## config.mk

```make
export PLATFORM = sky130hd
export DESIGN_NAME = cca_counter_array
export DESIGN_NICKNAME = d
export VERILOG_FILES = /design/src/design/cca_counter_array.v
export VERILOG_INCLUDE_DIRS = /design/src /design/src/design
export SDC_FILE = /design/constraint.sdc
export NUM_CORES = 1
export LEC_CHECK = 0
export ABC_AREA = 1
export ABC_CLOCK_PERIOD_IN_PS = 13050
export BUFFER_PORTS_ARGS = -buffer_cell sky130_fd_sc_hd__buf_2
export CORE_MARGIN = 8
export CORE_UTILIZATION = 50
export CTS_CLUSTER_SIZE = 12
export DETAILED_ROUTE_END_ITERATION = 10
export PLACE_DENSITY_LB_ADDON = 0.08
export REMOVE_ABC_BUFFERS = 1
export SLEW_MARGIN = 25
export SYNTH_ARGS = -nofsm -noshare
export SYNTH_HDL_FRONTEND = slang
export SYNTH_SLANG_ARGS = --single-unit
export TNS_END_PERCENT = 100
```

## constraint.sdc

```tcl
create_clock -name clk -period 13.05 [get_ports clk]
set_input_delay 1.9575 -clock clk [delete_from_list [all_inputs] [get_ports clk]]
set_output_delay 1.9575 -clock clk [all_outputs]
set_load 0.005 [all_outputs]
```

## src/design/cca_defines.vh

```
/*
  Constants for the counter array block: register byte offsets on the
  APB bus, bit positions inside each register, writable masks, reset
  values and prescaler divide ratios.
  Assumes it is included by bare name from design files only.
*/
`ifndef CCA_DEFINES_VH
`define CCA_DEFINES_VH

// Register byte offsets
`define CCA_OFF_CTRL      12'h000
`define CCA_OFF_MODE      12'h004
`define CCA_OFF_TLOW      12'h008
`define CCA_OFF_THIGH     12'h00c
`define CCA_PAGE_MODMODE  7'h01
`define CCA_PAGE_MODLO    7'h02
`define CCA_PAGE_MODHI    7'h03
`define CCA_NUM_MOD       3'h5
`define CCA_GUARD_MOD     4

// counter_ctrl_reg fields
`define CCA_CTRL_OVF      7
`define CCA_CTRL_RUN      6
`define CCA_CTRL_MASK     8'hdf
`define CCA_CTRL_RESET    8'h00

// counter_mode_reg fields
`define CCA_MODE_IDLE     7
`define CCA_MODE_GUARD    6
`define CCA_MODE_SEL_HI   2
`define CCA_MODE_SEL_LO   1
`define CCA_MODE_OVF_IE   0
`define CCA_MODE_MASK     8'hc7
`define CCA_MODE_RESET    8'h00

// module_mode_reg fields
`define CCA_MM_IRQ_EN     0
`define CCA_MM_PULSE      1
`define CCA_MM_TOGGLE     2
`define CCA_MM_MATCH      3
`define CCA_MM_FALL       4
`define CCA_MM_RISE       5
`define CCA_MM_COMP       6
`define CCA_MM_MASK       8'h7f
`define CCA_MM_RESET      8'h00

// Count source select codes
`define CCA_SRC_SLOW      2'h0
`define CCA_SRC_FAST      2'h1
`define CCA_SRC_TIMER0    2'h2
`define CCA_SRC_EXT       2'h3

// Prescaler terminal counts (divide ratio minus one)
`define CCA_DIV_SLOW_6    4'h5
`define CCA_DIV_SLOW_12   4'hb
`define CCA_DIV_FAST_6    4'h1
`define CCA_DIV_FAST_12   4'h3

`define CCA_BYTE_MAX      8'hff
`define CCA_COUNT_MAX     16'hffff
`define CCA_PIN_RESET     1'b1

`endif

```

## src/design/cca_counter_array.v

```verilog
/*
  Counter array: one shared 16-bit timer with five capture/compare
  modules, reached over APB. Modules do edge capture, software timer,
  high-speed toggle output, 8-bit pulse output, and module 4 can act as
  a watchdog that raises an internal reset pulse.
  Assumes clk is the device oscillator, idleMode and timer0Overflow come
  from logic on clk, and pins arrive asynchronously.
*/
// Function
// - Two select bits choose counter tick source
// - Idle-halt bit stops counter in idle
// - Watchdog on module 4 only when enabled
// - Run bit starts and stops counter
// - Overflow sets flag; only software clears
// - Per-module event flags, software-cleared only
// - Module interrupt needs flag and enable
// - Toggle bit inverts pin on match; code also needs the match-flag bit set
// - Match-flag bit sets flag on match
// - Fall/rise bits arm capture edges
// - Comparator works only when enabled
// - Pulse bit plus comparator gives pulse mode
// - Armed edge captures counter, sets flag
// - Comparator plus match gives software timer
// - Toggle, match, comparator give fast output
// - Pulse low below compare, else high
// - Low compare reloads from high on wrap
// - Pulse outputs share frequency, own duty
// - Module pins and count input mapping
// - Five modules share one 16-bit counter
// - Watchdog match gives internal reset only
`timescale 1ns/1ns
`default_nettype none
`include "cca_defines.vh"

module cca_counter_array (
  // System
  input  wire        clk,
  input  wire        rst,
  input  wire        clkEn,
  // APB slave
  input  wire        psel,
  input  wire        penable,
  input  wire        pwrite,
  input  wire [11:0] paddr,
  input  wire [31:0] pwdata,
  output wire        pready,
  output reg  [31:0] prdata,
  output reg         pslverr,
  // Core side
  input  wire        sixClockMode,
  input  wire        idleMode,
  input  wire        timer0Overflow,
  output wire        irq,
  output reg         guardReset,
  // Port pins
  input  wire        extCountIn,
  input  wire [4:0]  modulePinIn,
  output wire [4:0]  modulePinOut,
  output wire [4:0]  modulePinOeN
);

  ////////////////////////////////////////////////////////////////////
  // Declarations

  reg  [5:0]  syncA;
  reg  [5:0]  syncB;
  reg  [5:0]  syncC;
  reg  [5:0]  pinStable;
  reg  [5:0]  pinPrev;
  reg  [3:0]  preCnt;
  reg  [15:0] count;
  reg         stepDone;
  reg  [7:0]  ctrlReg;
  reg  [7:0]  modeReg;
  wire [5:0]  pinRise;
  wire [5:0]  pinFall;
  wire [3:0]  preTop;
  wire [1:0]  srcSel;
  wire        preTick;
  reg         srcTick;
  wire        step;
  wire        overflow;
  wire        lowWrap;
  wire        setupPhase;
  wire        wrEn;
  wire [6:0]  page;
  wire [2:0]  modIdx;
  wire        modIdxOk;
  wire [4:0]  eventSet;
  wire [4:0]  matchVec;
  wire [4:0]  modIrq;
  wire [39:0] modeVec;
  wire [39:0] loVec;
  wire [39:0] hiVec;
  reg  [31:0] next_prdata;
  reg         next_pslverr;

  ////////////////////////////////////////////////////////////////////
  // Pin synchronisers: a change counts once stages two and three agree

  always @(posedge clk or posedge rst)
  begin
    if (rst)
    begin
      syncA     <= 6'h00;
      syncB     <= 6'h00;
      syncC     <= 6'h00;
      pinStable <= 6'h00;
      pinPrev   <= 6'h00;
    end
    else if (clkEn)
    begin
      syncA     <= {extCountIn, modulePinIn};
      syncB     <= syncA;
      syncC     <= syncB;
      pinStable <= (~(syncB ^ syncC) & syncC) | ((syncB ^ syncC) & pinStable);
      pinPrev   <= pinStable;
    end
  end

  assign pinRise = pinStable & ~pinPrev;
  assign pinFall = ~pinStable & pinPrev;

  ////////////////////////////////////////////////////////////////////
  // Count source and prescaler

  assign srcSel = {modeReg[`CCA_MODE_SEL_HI], modeReg[`CCA_MODE_SEL_LO]};
  assign preTop = (srcSel == `CCA_SRC_SLOW)
                  ? (sixClockMode ? `CCA_DIV_SLOW_6 : `CCA_DIV_SLOW_12)
                  : (sixClockMode ? `CCA_DIV_FAST_6 : `CCA_DIV_FAST_12);
  assign preTick = (preCnt == preTop);

  always @*
  begin
    if (srcSel == `CCA_SRC_TIMER0)
      srcTick = timer0Overflow;
    else if (srcSel == `CCA_SRC_EXT)
      srcTick = pinRise[5];
    else
      srcTick = preTick;
  end

  always @(posedge clk or posedge rst)
  begin
    if (rst)
      preCnt <= 4'h0;
    else if (clkEn)
    begin
      if (preTick || preCnt > preTop)
        preCnt <= 4'h0;
      else
        preCnt <= preCnt + 4'h1;
    end
  end

  // Idle halt only applies while the core reports idle
  assign step = clkEn && ctrlReg[`CCA_CTRL_RUN] && srcTick
                && !(idleMode && modeReg[`CCA_MODE_IDLE]);
  assign overflow = step && (count == `CCA_COUNT_MAX);
  assign lowWrap  = step && (count[7:0] == `CCA_BYTE_MAX);

  ////////////////////////////////////////////////////////////////////
  // APB decode

  assign pready     = clkEn;
  assign setupPhase = clkEn && psel && !penable;
  assign wrEn       = clkEn && psel && penable && pwrite;
  assign page       = paddr[11:5];
  assign modIdx     = paddr[4:2];
  assign modIdxOk   = (modIdx < `CCA_NUM_MOD) && (paddr[1:0] == 2'h0);

  ////////////////////////////////////////////////////////////////////
  // Shared counter

  always @(posedge clk or posedge rst)
  begin
    if (rst)
    begin
      count    <= 16'h0000;
      stepDone <= 1'b0;
    end
    else if (clkEn)
    begin
      // A tick lost to a software counter write must not look like a match
      stepDone <= step && !(wrEn && (paddr == `CCA_OFF_TLOW || paddr == `CCA_OFF_THIGH));
      // Software writes to the counter win over a tick in the same cycle
      if (wrEn && paddr == `CCA_OFF_TLOW)
        count[7:0] <= pwdata[7:0];
      else if (wrEn && paddr == `CCA_OFF_THIGH)
        count[15:8] <= pwdata[7:0];
      else if (step)
        count <= count + 16'h0001;
    end
  end

  ////////////////////////////////////////////////////////////////////
  // Control and mode registers

  always @(posedge clk or posedge rst)
  begin
    if (rst)
    begin
      ctrlReg <= `CCA_CTRL_RESET;
      modeReg <= `CCA_MODE_RESET;
    end
    else if (clkEn)
    begin
      // Hardware sets win over a software clear in the same cycle
      if (wrEn && paddr == `CCA_OFF_CTRL)
        ctrlReg <= (pwdata[7:0] & `CCA_CTRL_MASK) | {overflow, 2'h0, eventSet};
      else
        ctrlReg <= ctrlReg | {overflow, 2'h0, eventSet};
      if (wrEn && paddr == `CCA_OFF_MODE)
        modeReg <= pwdata[7:0] & `CCA_MODE_MASK;
    end
  end

  ////////////////////////////////////////////////////////////////////
  // Capture/compare modules

  genvar gi;
  generate
    for (gi = 0; gi < `CCA_NUM_MOD; gi = gi + 1)
    begin : modSlot
      reg  [7:0] mMode;
      reg  [7:0] mLo;
      reg  [7:0] mHi;
      reg        pinOut;
      wire       pulse;
      wire       capture;
      wire       wrMode;
      wire       wrLo;
      wire       wrHi;

      assign wrMode = wrEn && modIdxOk && page == `CCA_PAGE_MODMODE && modIdx == gi;
      assign wrLo   = wrEn && modIdxOk && page == `CCA_PAGE_MODLO && modIdx == gi;
      assign wrHi   = wrEn && modIdxOk && page == `CCA_PAGE_MODHI && modIdx == gi;
      assign pulse  = mMode[`CCA_MM_PULSE] && mMode[`CCA_MM_COMP];
      // Equality is judged on the cycle after each count step
      assign matchVec[gi] = mMode[`CCA_MM_COMP] && stepDone
                            && (count == {mHi, mLo});
      assign capture = !pulse && ((mMode[`CCA_MM_FALL] && pinFall[gi])
                       || (mMode[`CCA_MM_RISE] && pinRise[gi]));
      assign eventSet[gi] = capture
                            || (!pulse && matchVec[gi] && mMode[`CCA_MM_MATCH]);
      assign modIrq[gi] = ctrlReg[gi] && mMode[`CCA_MM_IRQ_EN];
      assign modeVec[gi*8 +: 8] = mMode;
      assign loVec[gi*8 +: 8]   = mLo;
      assign hiVec[gi*8 +: 8]   = mHi;
      assign modulePinOut[gi]   = pinOut;
      // Pin is driven only in pulse or toggle output use
      assign modulePinOeN[gi]   = !(pulse || (mMode[`CCA_MM_TOGGLE] && mMode[`CCA_MM_COMP]));

      always @(posedge clk or posedge rst)
      begin
        if (rst)
        begin
          mMode  <= `CCA_MM_RESET;
          mLo    <= 8'h00;
          mHi    <= 8'h00;
          pinOut <= `CCA_PIN_RESET;
        end
        else if (clkEn)
        begin
          if (wrMode)
            mMode <= pwdata[7:0] & `CCA_MM_MASK;
          if (capture)
          begin
            mLo <= count[7:0];
            mHi <= count[15:8];
          end
          else
          begin
            if (wrHi)
              mHi <= pwdata[7:0];
            if (pulse && lowWrap)
              mLo <= mHi;
            else if (wrLo)
              mLo <= pwdata[7:0];
          end
          if (pulse)
            pinOut <= (count[7:0] >= mLo);
          else if (matchVec[gi] && mMode[`CCA_MM_TOGGLE] && mMode[`CCA_MM_MATCH])
            pinOut <= ~pinOut;
        end
      end
    end
  endgenerate

  ////////////////////////////////////////////////////////////////////
  // Watchdog and interrupt request

  always @(posedge clk or posedge rst)
  begin
    if (rst)
      guardReset <= 1'b0;
    else if (clkEn)
      guardReset <= modeReg[`CCA_MODE_GUARD] && matchVec[`CCA_GUARD_MOD];
  end

  assign irq = (ctrlReg[`CCA_CTRL_OVF] && modeReg[`CCA_MODE_OVF_IE]) || (|modIrq);

  ////////////////////////////////////////////////////////////////////
  // APB read data, sampled in the setup cycle

  always @*
  begin
    next_prdata  = 32'h00000000;
    next_pslverr = 1'b0;
    if (paddr == `CCA_OFF_CTRL)
      next_prdata[7:0] = ctrlReg;
    else if (paddr == `CCA_OFF_MODE)
      next_prdata[7:0] = modeReg;
    else if (paddr == `CCA_OFF_TLOW)
      next_prdata[7:0] = count[7:0];
    else if (paddr == `CCA_OFF_THIGH)
      next_prdata[7:0] = count[15:8];
    else if (modIdxOk && page == `CCA_PAGE_MODMODE)
      next_prdata[7:0] = modeVec[{modIdx, 3'h0} +: 8];
    else if (modIdxOk && page == `CCA_PAGE_MODLO)
      next_prdata[7:0] = loVec[{modIdx, 3'h0} +: 8];
    else if (modIdxOk && page == `CCA_PAGE_MODHI)
      next_prdata[7:0] = hiVec[{modIdx, 3'h0} +: 8];
    else
      next_pslverr = 1'b1;
  end

  always @(posedge clk or posedge rst)
  begin
    if (rst)
    begin
      prdata  <= 32'h00000000;
      pslverr <= 1'b0;
    end
    else if (setupPhase)
    begin
      prdata  <= pwrite ? 32'h00000000 : next_prdata;
      pslverr <= next_pslverr;
    end
  end

endmodule // cca_counter_array

`default_nettype wire

```

== Word level (Yosys, flattened, before mapping) ==
Index checks and enable logic that the tools add are counted.

* Register bits: 218
* Latch bits: 0
* Memory bits (writable): 0
* Bits in read-only memories: 0
* Input bits: 59
* Output and inout port bits: 46
* Logic and storage cells: 327
* Memories: 0

* $add $sub $neg: 2
* Multiply operators: 0
* Divide/modulo/power cells: 0
* Magnitude comparators: 7
* Equality and inequality tests: 21
* Shift operators: 3
* Multiplexer cells: 61
* Bitwise logic cells: 17
* Reduce and logical (&&, ||, !) cells: 182

{| class="wikitable"
|+ Operator list
! kind !! number
|-
| $mux 8 || 37
|-
| $shiftx 40x7->8 || 3
|-
| $logic_and 1x1->1 || 106
|-
| $eq 16x16->1 || 5
|-
| $reduce_and 2->1 || 21
|-
| $ge 8x8->1 || 5
|-
| $eq 12x4->1 const B || 2
|-
| $reduce_bool 2->1 || 12
|-
| $mux 1 || 19
|-
| $and 6x6->6 || 3
|-
| $logic_or 1x1->1 || 18
|-
| $add 16x1->16 const B || 1
|-
| $eq 16x16->1 const B || 1
|-
| $mux 16 || 1
|-
| $or 8x8->8 || 2
|-
| $reduce_bool 3->1 || 5
|-
| $eq 7x2->1 const B || 2
|-
| $logic_not 1->1 || 13
|-
| $eq 12x3->1 const B || 1
|-
| $logic_not 12->1 || 1
|-
| $mux 4 || 3
|-
| $not 6->6 || 2
|-
| $eq 8x8->1 const B || 1
|-
| $eq 7x1->1 const B || 1
|-
| other kinds (19) || 28
|}

== Depth between registers and ports, before layout ==
* Depth after elaboration: 11
* Depth in mapped cells: 17
* Depth with buffers taken out: 16

== Worst setup path before layout ==
No wires, ideal clock.

* Path type: input -> output
* From: in clkEn
* To: out pready
* Arrival time: 2068 ps
* Data required time: 11092 ps
* Path slack: 9024 ps
* Stages: 1
* Path buffers: 1
* Path through: buf_4

{| class="wikitable"
|+ RTL lines
! what !! line !! RTL
|-
| start: declaration || cca_counter_array.v:39 || <nowiki>input wire clkEn,</nowiki>
|-
| end: declaration || cca_counter_array.v:46 || <nowiki>output wire pready,</nowiki>
|}

No word-level cell between the ends.

== Final worst setup path ==
* From: in paddr[2]
* To: reg modSlot[4].mLo[3]

* Word-level cells in the longest chain between the ends: 7
* Elaborated cells between the ends (all ways): 8
* Those cells by class: 1 x order compare; 1 x eq/ne; 6 x reduce/logical

{| class="wikitable"
|+ RTL lines
! what !! line !! RTL
|-
| start: declaration || cca_counter_array.v:44 || <nowiki>input wire [11:0] paddr,</nowiki>
|-
| $lt 3x3->1 (no source line) || - ||
|-
| $logic_and 1x1->1 || cca_counter_array.v:170 || <nowiki>assign modIdxOk = (modIdx < `CCA_NUM_MOD) && (paddr[1:0] == 2'h0);</nowiki>
|-
| $logic_and 1x1->1 || cca_counter_array.v:236 || <nowiki>assign wrLo = wrEn && modIdxOk && page == `CCA_PAGE_MODLO && modIdx == gi;</nowiki>
|-
| $logic_and 1x1->1 (no source line) || - ||
|-
| $logic_and 1x1->1 (*) || cca_counter_array.v:236 ||
|-
| $reduce_bool 3->1 (no source line) (*) || - ||
|-
| $reduce_and 2->1 (no source line) (*) || - ||
|-
| end signal: assignment || cca_counter_array.v:269 || <nowiki>mLo <= count[7:0];</nowiki>
|-
| end signal: assignment || cca_counter_array.v:277 || <nowiki>mLo <= mHi;</nowiki>
|-
| end signal: assignment || cca_counter_array.v:279 || <nowiki>mLo <= pwdata[7:0];</nowiki>
|-
| end: declaration || cca_counter_array.v:226 || <nowiki>reg [7:0] mLo;</nowiki>
|}

Mark *: on every way between the ends. The rest lies on a longest branch, timed or not.
A chain may end at the register's enable or synchronous reset.

==> run metrics <==
max_cap viols 0; post-synthesis compound-gate area fraction 0.184; Seq pwr share 0.422; Worst path most repeated cell nand2_1; Setup crit start paddr[2]; Max Root-Sink Buffers 2; Slew Limit Fails 0; hpwl dp 34.1 mm; CP delay by family, top buffers and inverters; # IOs 105; RSZ-0062 raised after global routing false; root buf cell clkbuf_16; cells after synthesis between 1500 and 2000; post-route setup TNS 0 ns; die height roughly 180 um; top cell type's share of synthesized area 0.360; Via density around 5.8; largest net degree at the start of global routing between 100 and 150; crit start category input pin; CTS hold repair buffers 0; count leader, synth nand2_1; Power Dens Cells roughly 140 nW/um^2; data arrival time of the worst path 4.74 ns; WP depth 11; FF-to-FF path depth 11; post_cts resized 0; most frequent cells after synthesis 549 x nand2_1, 223 x o21ai_0, 188 x dfrtp_1; largest family of logic cells by synthesized area simple AND/OR/NAND/NOR gates; Max stage delay on crit path between 0.6 and 0.7 ns; drt total wl between 40 and 50 mm; xor and xnor area share after synthesis 0.0168; Initial Util 0.505; Avg Cell Area, Syn between 7 and 8 um^2; per-cell routed wire length roughly 21 um; nets about 2000; area of the multi-input gates approximately 6900 um^2; core area roughly 26000 um^2; TritonCTS clock tree yes; filler instances between 2000 and 3000; Yosys cell types 52; H-tree levels 4; synth warn 0; Critical Path Sink Type flip-flop; GRT Residual Overflow 0; Layout Skew ~0.022 ns; cell row count roughly 60; number of synthesized flops with an enable pin 0; Area Overhead vs Synth 6.40%; Setup Buffers After CTS 0; Max stage delay cell, worst path o21ai_2; Leak about 7 nW; peak supply drop 76.1 uV; final setup vio count 0; FF-to-FF Start count[1]$_DFFE_PP0P_; worst min path class flip-flop to flip-flop; Worst EP required between 10 and 15 ns; CP Capture Point modSlot[4].mLo[3]$_DFFE_PP0P_; Worst-Margin Slew between 0.9 and 1 ns; Reg2Reg Setup Slack between 9 and 10 ns; first-pass GRT wire length a little over 70 mm; sw power just over 800 uW; final cycle utilization of the critical path 0.339; crit path cell chain buf_2, inv_2, nand2_1, nor2_2, buf_4, nand3_1, nand2_1, o21ai_2, a21oi_1, o21ai_0, nand2_1; worst skew pair latency 0.46 ns; asr flop ratio synth 1.00; switching fraction of total power 0.402; DR iter-0 viols ~1300; Port Buffers 56; Register Area between 4000 and 5000 um^2; register area share after synthesis 0.370; crit-path max FO 22; Logic pwr share 0.297; Num CTS Buffers 17; Hold Fails Final Rpt 0; clock power share 0.280; DR pass1 iterations 7; Internal between 1 and 1.5 mW; Tmin final approximately 4.4 ns; Buf+Inv Stages, Crit Path 3; status finished clean; initial antenna violation count 1; adder-cell share of the synthesized area 0.0431; vias in the first global route ~12000; clock slew seen by the registers of the worst setup and hold paths 0.07 ns; top post-synthesis cells by area dfrtp_1 36%, nand2_1 16%, o21ai_0 8.5%; cell taking the most area after synthesis dfrtp_1; Total GRT Usage 0.302; Synth Area in Simple Gates 0.279; Worst R2R End modSlot[4].mLo[3]$_DFFE_PP0P_; routed vias between 10000 and 15000; main flop type after synthesis dfrtp_1; Slew headroom 0.374; DRC 0; fin util 0.538; fmax ~230 MHz; synthesized cell area around 13000 um^2; Die W about 180 um; post-route ant nets 0; mux share of post-synthesis cell area 0.000766; share of cells above drive strength 1 0.0853; WS Path Type input pin to flip-flop; full die area around 32000 um^2; Synth Register Bits just under 200; RePlAce Congestion 1.00; CTS sink cnt between 150 and 200
[sequential cells by signal (all words and copies together) (netlist names), 7 cells and up]
name           flops
ctrlReg            7
count             16
modSlot.mMode     35
modSlot.mHi       40
prdata             8
modSlot.mLo       40
[layer usage]
layer | global-route usage | share of wire | up-vias
met5 | 0 | 0 | -
met4 | 0.119 | 0.042 | 0
met3 | 0.0568 | 0.080 | 135
met2 | 0.472 | 0.45 | 585
met1 | 0.407 | 0.43 | 5957
li1 | - | - | 6028
[worst register-to-register path, cell delays in order, from the launching register on]
cell     delay (ns)
dfrtp_1        0.92
ha_1           0.31
nand2_1        0.12
nor2_4         0.18
nand3_2        0.13
nor3_4         0.21
nand2_2        0.15
nor2_4         0.35
o21ai_2        0.29
a21oi_1        0.26
o21ai_0        0.16
nand2_1        0.11
[cell usage in the layout (no fill, tap or decap), types with 12 or more instances in the layout]
| master | synthesis | routed |
|---|---|---|
| nand2_1 | 549 | 549 |
| o21ai_0 | 223 | 223 |
| dfrtp_1 | 188 | 188 |
| inv_1 | 182 | 181 |
| nor2_1 | 164 | 164 |
| a21oi_1 | 78 | 78 |
| nand3_1 | 62 | 62 |
| buf_2 | 22 | 56 |
| o211ai_1 | 51 | 51 |
| ha_1 | 45 | 45 |
| nand4_1 | 24 | 24 |
| conb_1 | 1 | 24 |
| o21ai_1 | 21 | 21 |
| xor2_1 | 18 | 18 |
| clkbuf_16 | 0 | 17 |
| o2111ai_1 | 15 | 15 |
| nor3_1 | 12 | 12 |
[power groups by stage]
stage                     Clock, mW  Sequential, mW  Combinational [mW]
final                         0.565           0.850               0.599
after global routing          0.592           0.867               0.683
after CTS                     0.569           0.846               0.593
after detailed placement          0           0.857               0.590
after global placement            0           0.855               0.571
after floorplan                   0           0.825               0.423
[per-stage QoR]
stage	power, mW	std cells	setup WS [ns]	hold WS, ns	instance area (um^2)
global placement	1.43	2166	8.31	0.457	13300
global route	2.14	2198	8.56	0.499	13900
finish	2.01	2199	8.63	0.482	13900
CTS	2.01	2198	8.77	0.483	13900
floorplan	1.25	1765	5.85	0.442	12500
detailed placement	1.45	2166	8.31	0.464	13300
[layout make-up]
type / instances / share of cell area
diodes: 1 / 0.000180
clock buffers: 17 / 0.0306
clock inverters: 15 / 0.0142
inverters: 192 / 0.0528
multi-input cells: 1380 / 0.498
flip-flops and latches: 193 / 0.348
well taps: 335 / 0.0302
repair buffers: 66 / 0.0258
[how the worst min path moves through the flow]
| stage | slack, ns | from | depth (start not counted) | end |
|---|---|---|---|---|
| global route | 0.50 | modSlot[0].mLo[2]$_DFFE_PP0P_ | 2 | modSlot[0].mLo[2]$_DFFE_PP0P_ |
| global placement | 0.46 | syncA[0]$_DFFE_PP0P_ | 2 | syncA[0]$_DFFE_PP0P_ |
| CTS | 0.48 | modSlot[0].pinOut$_DFFE_PP1P_ | 2 | modSlot[0].pinOut$_DFFE_PP1P_ |
| finish | 0.48 | modSlot[0].mLo[2]$_DFFE_PP0P_ | 2 | modSlot[0].mLo[2]$_DFFE_PP0P_ |
| detailed placement | 0.46 | syncB[0]$_DFFE_PP0P_ | 2 | syncB[0]$_DFFE_PP0P_ |
| floorplan | 0.44 | syncA[0]$_DFFE_PP0P_ | 2 | syncA[0]$_DFFE_PP0P_ |
[cell families (layout without fill, tap and decap cells)]
| group | count (synthesis) | in the layout |
|---|---|---|
| adder cells (fa/ha/maj) | 45 | 45 |
| flip-flops | 193 | 193 |
| other | 1 | 25 |
| multiplexers | 1 | 1 |
| buffers and inverters | 313 | 290 |
| AND/OR/NAND/NOR | 862 | 862 |
| AO/OA/AOI/OAI | 423 | 423 |
| XOR/XNOR | 25 | 25 |
Note: power is estimated with default switching activity, not from simulation.
